$ cat src/logic/lps_defines.vh
`ifndef LPS_DEFINES_VH
`define LPS_DEFINES_VH

// ============================================================
// register byte addresses
`define LPS_ADDR_STATUS 12'h000
`define LPS_ADDR_CONTROL 12'h004
`define LPS_ADDR_CHANGE 12'h008
`define LPS_ADDR_RAW 12'h00C
`define LPS_ADDR_W 12

// ============================================================
// link status word bit positions
`define LPS_BIT_LINK 0
`define LPS_BIT_AN_FLAG 5
`define LPS_BIT_AN_DONE 6
`define LPS_BIT_PAR_DET 7
`define LPS_BIT_RSVD 8
`define LPS_BIT_GIG_FULL 9
`define LPS_BIT_GIG_HALF 10
`define LPS_BIT_FAST_T4 11
`define LPS_BIT_FAST_FULL 12
`define LPS_BIT_FAST_HALF 13
`define LPS_BIT_TEN_FULL 14
`define LPS_ABIL_LSB 9
`define LPS_ABIL_MSB 14
`define LPS_STATUS_MASK 32'h00007FE1

// ============================================================
// raw input vector layout (synchronised pins)
`define LPS_RAW_W 13
`define LPS_RAW_LINK 0
`define LPS_RAW_AN_SUP 1
`define LPS_RAW_AN_EN 2
`define LPS_RAW_AN_DONE 3
`define LPS_RAW_PAR_DET 4
`define LPS_RAW_ETH 5
`define LPS_RAW_SERDES 6
`define LPS_RAW_ABIL_LSB 7
`define LPS_RAW_ABIL_MSB 12
`define LPS_RAW_FLAGS_MSB 6
`define LPS_RAW_ABIL_SHIFT 8

// ============================================================
// control register fields and reset value
`define LPS_CTL_UPDATE 0
`define LPS_CTL_ZERO_ABIL 1
`define LPS_CTL_W 2
`define LPS_CTL_RESET 2'h3

// ============================================================
// change register fields
`define LPS_CHG_STICKY 0
`define LPS_CHG_CNT_LSB 8
`define LPS_CHG_CNT_MSB 15
`define LPS_CNT_W 8
`define LPS_CNT_MAX 8'hFF
`define LPS_CNT_ONE 8'h01

`define LPS_DATA_W 32
`define LPS_ZERO32 32'h00000000

`endif

$ cat src/logic/lps_sync.v
// ============================================================
// two-stage synchroniser for a bundle of level inputs
module lps_sync #(
  parameter WIDTH = 13
) (
  input wire clock,
  input wire reset_n,
  input wire [WIDTH-1:0] async_in,
  output reg [WIDTH-1:0] sync_out
);

  // first stage is read only by the second stage
  reg [WIDTH-1:0] meta;

  always @(posedge clock)
  begin
    if (!reset_n)
    begin
      meta <= {WIDTH{1'b0}};
      sync_out <= {WIDTH{1'b0}};
    end
    else
    begin
      meta <= async_in;
      sync_out <= meta;
    end
  end

endmodule // lps_sync

$ cat src/logic/lps_word.v
`include "lps_defines.vh"

// ============================================================
// maps synchronised link flags onto the status word
module lps_word (
  input wire [`LPS_RAW_W-1:0] raw,
  input wire zero_abil,
  output reg [`LPS_DATA_W-1:0] word
);

  reg an_flag;
  reg an_done;
  reg abil_valid;

  always @*
  begin
    word = `LPS_ZERO32;
    word[`LPS_BIT_LINK] = raw[`LPS_RAW_LINK];
    an_flag = raw[`LPS_RAW_AN_SUP] & raw[`LPS_RAW_AN_EN] & raw[`LPS_RAW_ETH];
    word[`LPS_BIT_AN_FLAG] = an_flag;
    // completion also counts a link won by parallel detection
    an_done = raw[`LPS_RAW_AN_DONE] | (raw[`LPS_RAW_PAR_DET] & raw[`LPS_RAW_ETH]);
    word[`LPS_BIT_AN_DONE] = an_done;
    word[`LPS_BIT_PAR_DET] = raw[`LPS_RAW_PAR_DET] & raw[`LPS_RAW_ETH];
    word[`LPS_BIT_RSVD] = 1'b0;
    abil_valid = raw[`LPS_RAW_ETH] & ~raw[`LPS_RAW_SERDES] & an_flag & an_done;
    if (abil_valid || !zero_abil)
    begin
      word[`LPS_ABIL_MSB:`LPS_ABIL_LSB] = raw[`LPS_RAW_ABIL_MSB:`LPS_RAW_ABIL_LSB];
    end
  end

endmodule // lps_word

$ cat src/logic/lps_status.v
`include "lps_defines.vh"

module lps_status (
  input wire clock,
  input wire reset_n,
  input wire link_up,
  input wire an_supported,
  input wire an_enabled,
  input wire an_complete,
  input wire parallel_detect,
  input wire ethernet_link,
  input wire serdes_flag,
  input wire partner_gig_full,
  input wire partner_gig_half,
  input wire partner_fast_four_pair,
  input wire partner_fast_full,
  input wire partner_fast_half,
  input wire partner_ten_full,
  input wire psel,
  input wire penable,
  input wire pwrite,
  input wire [`LPS_ADDR_W-1:0] paddr,
  input wire [`LPS_DATA_W-1:0] pwdata,
  input wire [3:0] pstrb,
  output reg [`LPS_DATA_W-1:0] prdata,
  output reg pready,
  output reg pslverr,
  output reg [`LPS_DATA_W-1:0] status_word
);

  // ============================================================
  // pin synchronisation
  wire [`LPS_RAW_W-1:0] pin_bundle;
  wire [`LPS_RAW_W-1:0] raw;

  assign pin_bundle = {
    partner_ten_full,
    partner_fast_half,
    partner_fast_full,
    partner_fast_four_pair,
    partner_gig_half,
    partner_gig_full,
    serdes_flag,
    ethernet_link,
    parallel_detect,
    an_complete,
    an_enabled,
    an_supported,
    link_up
  };

  lps_sync #(
    .WIDTH(`LPS_RAW_W)
  ) u_sync (
    .clock(clock),
    .reset_n(reset_n),
    .async_in(pin_bundle),
    .sync_out(raw)
  );

  // ============================================================
  // control register
  reg [`LPS_CTL_W-1:0] control;
  wire update_en;
  wire zero_abil;

  assign update_en = control[`LPS_CTL_UPDATE];
  assign zero_abil = control[`LPS_CTL_ZERO_ABIL];

  // ============================================================
  // status word assembly
  wire [`LPS_DATA_W-1:0] live_word;

  lps_word u_word (
    .raw(raw),
    .zero_abil(zero_abil),
    .word(live_word)
  );

  // ============================================================
  // apb decode
  wire setup_phase;
  wire access_done;
  wire wr_done;
  wire hit_status;
  wire hit_control;
  wire hit_change;
  wire hit_raw;
  wire hit_any;
  wire ctl_write;
  wire chg_write;

  assign setup_phase = psel & ~penable;
  assign access_done = psel & penable & pready;
  assign wr_done = access_done & pwrite & ~pslverr;

  function addr_is;
    input [`LPS_ADDR_W-1:0] addr;
    input [`LPS_ADDR_W-1:0] target;
    begin
      addr_is = (addr == target);
    end
  endfunction

  assign hit_status = addr_is(paddr, `LPS_ADDR_STATUS);
  assign hit_control = addr_is(paddr, `LPS_ADDR_CONTROL);
  assign hit_change = addr_is(paddr, `LPS_ADDR_CHANGE);
  assign hit_raw = addr_is(paddr, `LPS_ADDR_RAW);
  assign hit_any = hit_status | hit_control | hit_change | hit_raw;

  // byte lane 0 carries every writable field
  assign ctl_write = wr_done & hit_control & pstrb[0];
  assign chg_write = wr_done & hit_change & pstrb[0];

  // ============================================================
  // snapshot and change tracking
  reg change_sticky;
  reg [`LPS_CNT_W-1:0] change_count;
  reg [`LPS_CNT_W-1:0] next_change_count;
  reg next_change_sticky;
  wire word_differs;
  wire take_update;

  // while updating is off the word freezes, so software can read a
  // consistent picture; changes seen meanwhile are not counted
  assign take_update = update_en;
  assign word_differs = take_update & (live_word != status_word);

  always @*
  begin
    next_change_sticky = change_sticky;
    if (chg_write && pwdata[`LPS_CHG_STICKY])
    begin
      next_change_sticky = 1'b0;
    end
    // a change in the clearing cycle wins over the clear
    if (word_differs)
    begin
      next_change_sticky = 1'b1;
    end
  end

  always @*
  begin
    next_change_count = change_count;
    if (chg_write && pwdata[`LPS_CHG_STICKY])
    begin
      next_change_count = {`LPS_CNT_W{1'b0}};
    end
    if (word_differs)
    begin
      if (change_count != `LPS_CNT_MAX)
      begin
        next_change_count = change_count + `LPS_CNT_ONE;
      end
      else
      begin
        next_change_count = change_count;
      end
    end
  end

  always @(posedge clock)
  begin
    if (!reset_n)
    begin
      status_word <= `LPS_ZERO32;
      change_sticky <= 1'b0;
      change_count <= {`LPS_CNT_W{1'b0}};
    end
    else
    begin
      if (take_update)
      begin
        status_word <= live_word & `LPS_STATUS_MASK;
      end
      change_sticky <= next_change_sticky;
      change_count <= next_change_count;
    end
  end

  // ============================================================
  // control register write
  always @(posedge clock)
  begin
    if (!reset_n)
    begin
      control <= `LPS_CTL_RESET;
    end
    else if (ctl_write)
    begin
      control <= pwdata[`LPS_CTL_W-1:0];
    end
  end

  // ============================================================
  // read data mux
  reg [`LPS_DATA_W-1:0] next_rdata;
  reg next_err;

  always @*
  begin
    next_rdata = `LPS_ZERO32;
    next_err = 1'b0;
    if (hit_status)
    begin
      next_rdata = status_word;
    end
    else if (hit_control)
    begin
      next_rdata[`LPS_CTL_W-1:0] = control;
    end
    else if (hit_change)
    begin
      next_rdata[`LPS_CHG_STICKY] = change_sticky;
      next_rdata[`LPS_CHG_CNT_MSB:`LPS_CHG_CNT_LSB] = change_count;
    end
    else if (hit_raw)
    begin
      next_rdata[`LPS_RAW_FLAGS_MSB:0] = raw[`LPS_RAW_FLAGS_MSB:0];
      next_rdata[`LPS_RAW_ABIL_SHIFT+5:`LPS_RAW_ABIL_SHIFT] =
        raw[`LPS_RAW_ABIL_MSB:`LPS_RAW_ABIL_LSB];
    end
    else
    begin
      next_err = 1'b1;
    end
    if (!hit_any)
    begin
      next_rdata = `LPS_ZERO32;
    end
  end

  // ============================================================
  // apb response: pready rises at setup, so no wait state; every output registered
  always @(posedge clock)
  begin
    if (!reset_n)
    begin
      pready <= 1'b0;
      pslverr <= 1'b0;
      prdata <= `LPS_ZERO32;
    end
    else if (setup_phase)
    begin
      pready <= 1'b1;
      pslverr <= next_err;
      // read data is sampled at setup; a change that lands in the
      // access cycle shows on the next read
      if (pwrite)
      begin
        prdata <= `LPS_ZERO32;
      end
      else
      begin
        prdata <= next_rdata;
      end
    end
    else if (access_done)
    begin
      pready <= 1'b0;
      pslverr <= 1'b0;
      prdata <= `LPS_ZERO32;
    end
  end

endmodule // lps_status

$ cat config.mk
export PLATFORM = sky130hd
export DESIGN_NAME = lps_status
export DESIGN_NICKNAME = d
export VERILOG_FILES = /design/src/logic/lps_sync.v /design/src/logic/lps_word.v /design/src/logic/lps_status.v
export VERILOG_INCLUDE_DIRS = /design/src /design/src/logic
export SDC_FILE = /design/constraint.sdc
export NUM_CORES = 1
export LEC_CHECK = 0
export BUFFER_PORTS_ARGS = -buffer_cell sky130_fd_sc_hd__buf_4
export CORE_MARGIN = 5
export CORE_UTILIZATION = 50
export CTS_CLUSTER_DIAMETER = 200
export CTS_CLUSTER_SIZE = 30
export DETAILED_ROUTE_END_ITERATION = 16
export PLACE_DENSITY = 0.9
export SLEW_MARGIN = 20
export SYNTH_ARGS = -nofsm -noshare
export SYNTH_HDL_FRONTEND = slang
export SYNTH_HIERARCHICAL = 1
export SYNTH_SLANG_ARGS = --single-unit
$ cat constraint.sdc
create_clock -name clock -period 2.96 [get_ports clock]
set_clock_uncertainty 0.05 [all_clocks]
set_input_delay 0.296 -clock clock [delete_from_list [all_inputs] [get_ports clock]]
set_output_delay 0.296 -clock clock [all_outputs]
set_load 0.01 [all_outputs]
==> flow_summary.toml <==
[outcome]
status = "finished clean"

[cells_and_area]
num_antenna_cells = 0
final_cell_area_sq_mm = 0.00404
nNetsFinal = 516
drive_gt1_share_pct = 25.6
num-fill-cells = 603
final_cell_mix = "dfxtp_1 (66), buf_4 (66), conb_1 (59), nor2b_1 (28)"
fin_cells = 549
final_util_pct = 58.8
synthToLayoutAreaGrowth_pct = 13.5

[yosys]
yosysUniqueCellTypes = 56
synth_compound_area_share_pct = 12.8
yosys.area.top_type_share_pct = 37.1
yosysWarnings = 6
syn_inst = 393
ys_async_sr_fraction_pct = 0
avgSynthCellArea_sq_um = 9.06
synthMuxAreaShare_pct = 6.57
synth_area_leaders = "dfxtp_1 (37%), buf_4 (13%), mux2i_1 (5.6%), nor2b_1 (4.9%), and2_2 (4.2%)"
ys.flop_type = "dfxtp_1"
synth_seq_area_share_pct = 37.1
synth_top_cell_by_area = "dfxtp_1"
synth_edf_count = 0
synth_seq_cells = 66
synth-xor-area-share_pct = 2.71
synth-simple-area-share_pct = 24.0
syn_area_sq_mm = 0.00356
synth_top_family_by_area = "simple AND/OR/NAND/NOR gates"
synthAdderAreaFrac_pct = 0.351

[routing]
routed_wl_microns = 7570
first_pass_iters = 4
avgRoutedWirePerCell_microns = 13.8
ant_nets = 0
drcViolationCount = 0
via_per_inst = 5.10
drt_iter0_drc = 211
vias = 2799

[place]
hpwlAfterDp_microns = 5620
gp_congestion = 0.852
portBuffers = 61
dp.cells = 534
placed_cell_area_sq_mm = 0.00385

[worst_setup_path]
path_class = "flip-flop to flip-flop"
path_buf_inv = 1
critPathTopFamily = "compound AO/OA/AOI/OAI gates"
path_cells = "nand3_2 > o32ai_1 > xnor2_1 > nand4_1 > nor3_2 > buf_4 > a31o_2 > a211oi_1 > a41o_1"
required_ns = 3.15
slowest_delay_ns = 0.49
crit_slowest_cell = "o32ai_1"
end_kind = "flip-flop"
cp.arrival_ns = 2.67
crit_fanout = 10
crit_path_start_kind = "flip-flop"

[floorplanning]
fp.dieW_microns = 94.4
die_y_microns = 94.4
row_count = 30
coreArea_sq_mm = 0.00687
initial_core_util_pct = 51.8
dieArea_sq_mm = 0.00891
io_pins = 132

[sta]
tns_ns = 0
hold_viol = 0
min_period_over_period_pct = 83.7
fmax_mhz = 403
rsz0062_at_grt = "false"
whs_ns = 0.107
setup_violations = 0
slew_headroom_pct = 56.7
period_minus_slack_ns = 2.48
slew_viol_final = 0
tightestPinTransition_ns = 0.643

[cts]
cts_resized = 0
numCtsBuffers = 9
cts-hold-fix-buffers = 0
clkSlewWorstSetupHoldPaths_ns = 0.07
cts_tree = "yes"
cts_root_buf = "clkbuf_8"
insertion_delay_ns = 0.35
htree_levels = 3
cts_max_path_buffers = 2
cts.sinks = 66
post_cts_buffers = 0

[global_route]
grt_first_pass_wirelength_microns = 11600
grt_usage_pct = 16.6
gr-total-overflow = 0
grt_max_degree = 62
grt_pass1_vias = 2585
grt_antenna_before_repair = 0

[job]
drv_cap = 0

[power_and_ir_drop]
peakVddDrop_mv = 0.375
leakage_nw = 1.75
cellPowerDensity_mw_per_mm2 = 455

[hold_path]
min_path_type = "primary input to flip-flop"
## Yosys cell counts, drive strengths merged, types with 2 or more instances
library cell and instances:
a31o 2, nor2b 28, o31ai 2, o2111ai 2, buf 68, nand4 10
and3 2, o21ai 9, mux2i 20, dfxtp 66, a21o 3, nand2b 6
nor3 7, a32oi 4, or2 5, o32ai 6, nand2 16, nand3 12
a21oi 7, o221a 2, nor2 11, nor4 9, a22oi 13, xnor2 11
inv 11, clkbuf 10, a22o 2, conb 2, and2 30
## sequential cells by signal, summed over array words and instances (netlist names)
register	flops
change_sticky	1
change_count	8
pready	1
control	2
u_sync/meta	13
u_sync/sync_out	13
pslverr	1
prdata	16
status_word	11
## cell families (layout without fill, tap and decap cells)
| kind of cell | count (synthesis) | in the layout |
|---|---|---|
| other | 2 | 59 |
| XOR/XNOR | 11 | 11 |
| AO/OA/AOI/OAI | 60 | 60 |
| adder cells (fa/ha/maj) | 1 | 1 |
| multiplexers | 22 | 22 |
| buffers and inverters | 89 | 92 |
| AND/OR/NAND/NOR | 142 | 142 |
| flip-flops | 66 | 66 |
## stage by stage
| step | setup slack (ns) | power [mW] |
|---|---|---|
| finish | 0.481 | 1.84 |
| global route | 0.281 | 1.90 |
| floorplan | 0.765 | 1.11 |
| global placement | 0.628 | 1.11 |
| detailed placement | 0.551 | 1.12 |
| CTS | 0.504 | 1.84 |
## path summary, 6_finish.rpt
check                     startpoint            endpoint  slack [ns]  depth (start not counted)
hold reg to reg       u_sync/meta[9]  u_sync/sync_out[9]        0.39                          1
setup / recovery  u_sync/sync_out[5]     change_count[0]        0.48                          9
hold / removal            an_enabled      u_sync/meta[2]        0.11                          2
setup reg to reg  u_sync/sync_out[5]     change_count[0]        0.48                          9
## cell type report
class | count | area (sq um) | area share [%]
Timing Repair Buffer | 66 | 495 | 12.3
Clock buffer | 10 | 138 | 3.41
Multi-Input combinational cell | 295 | 1870 | 46.3
Sequential cell | 66 | 1320 | 32.7
Inverter | 11 | 41.3 | 1.02
Tap cell | 96 | 120 | 2.97
Clock inverter | 5 | 53.8 | 1.33
## per-layer routing
metal / vias to the layer above / wire, microns / GRT usage, %
li1: 1368 / - / -
met1: 1317 / 3060 / 18.6
met2: 98 / 3750 / 28.8
met3: 16 / 620 / 5.90
met4: 0 / 133 / 6.26
met5: - / 0 / 0
## power breakdown
group          internal, mW  total [mW]  switching, mW
combinational        0.0762       0.169         0.0931
clock                 0.405       0.737          0.331
sequential            0.912       0.931         0.0187
total                  1.39        1.84          0.443
(Power assumes the default switching activity.)
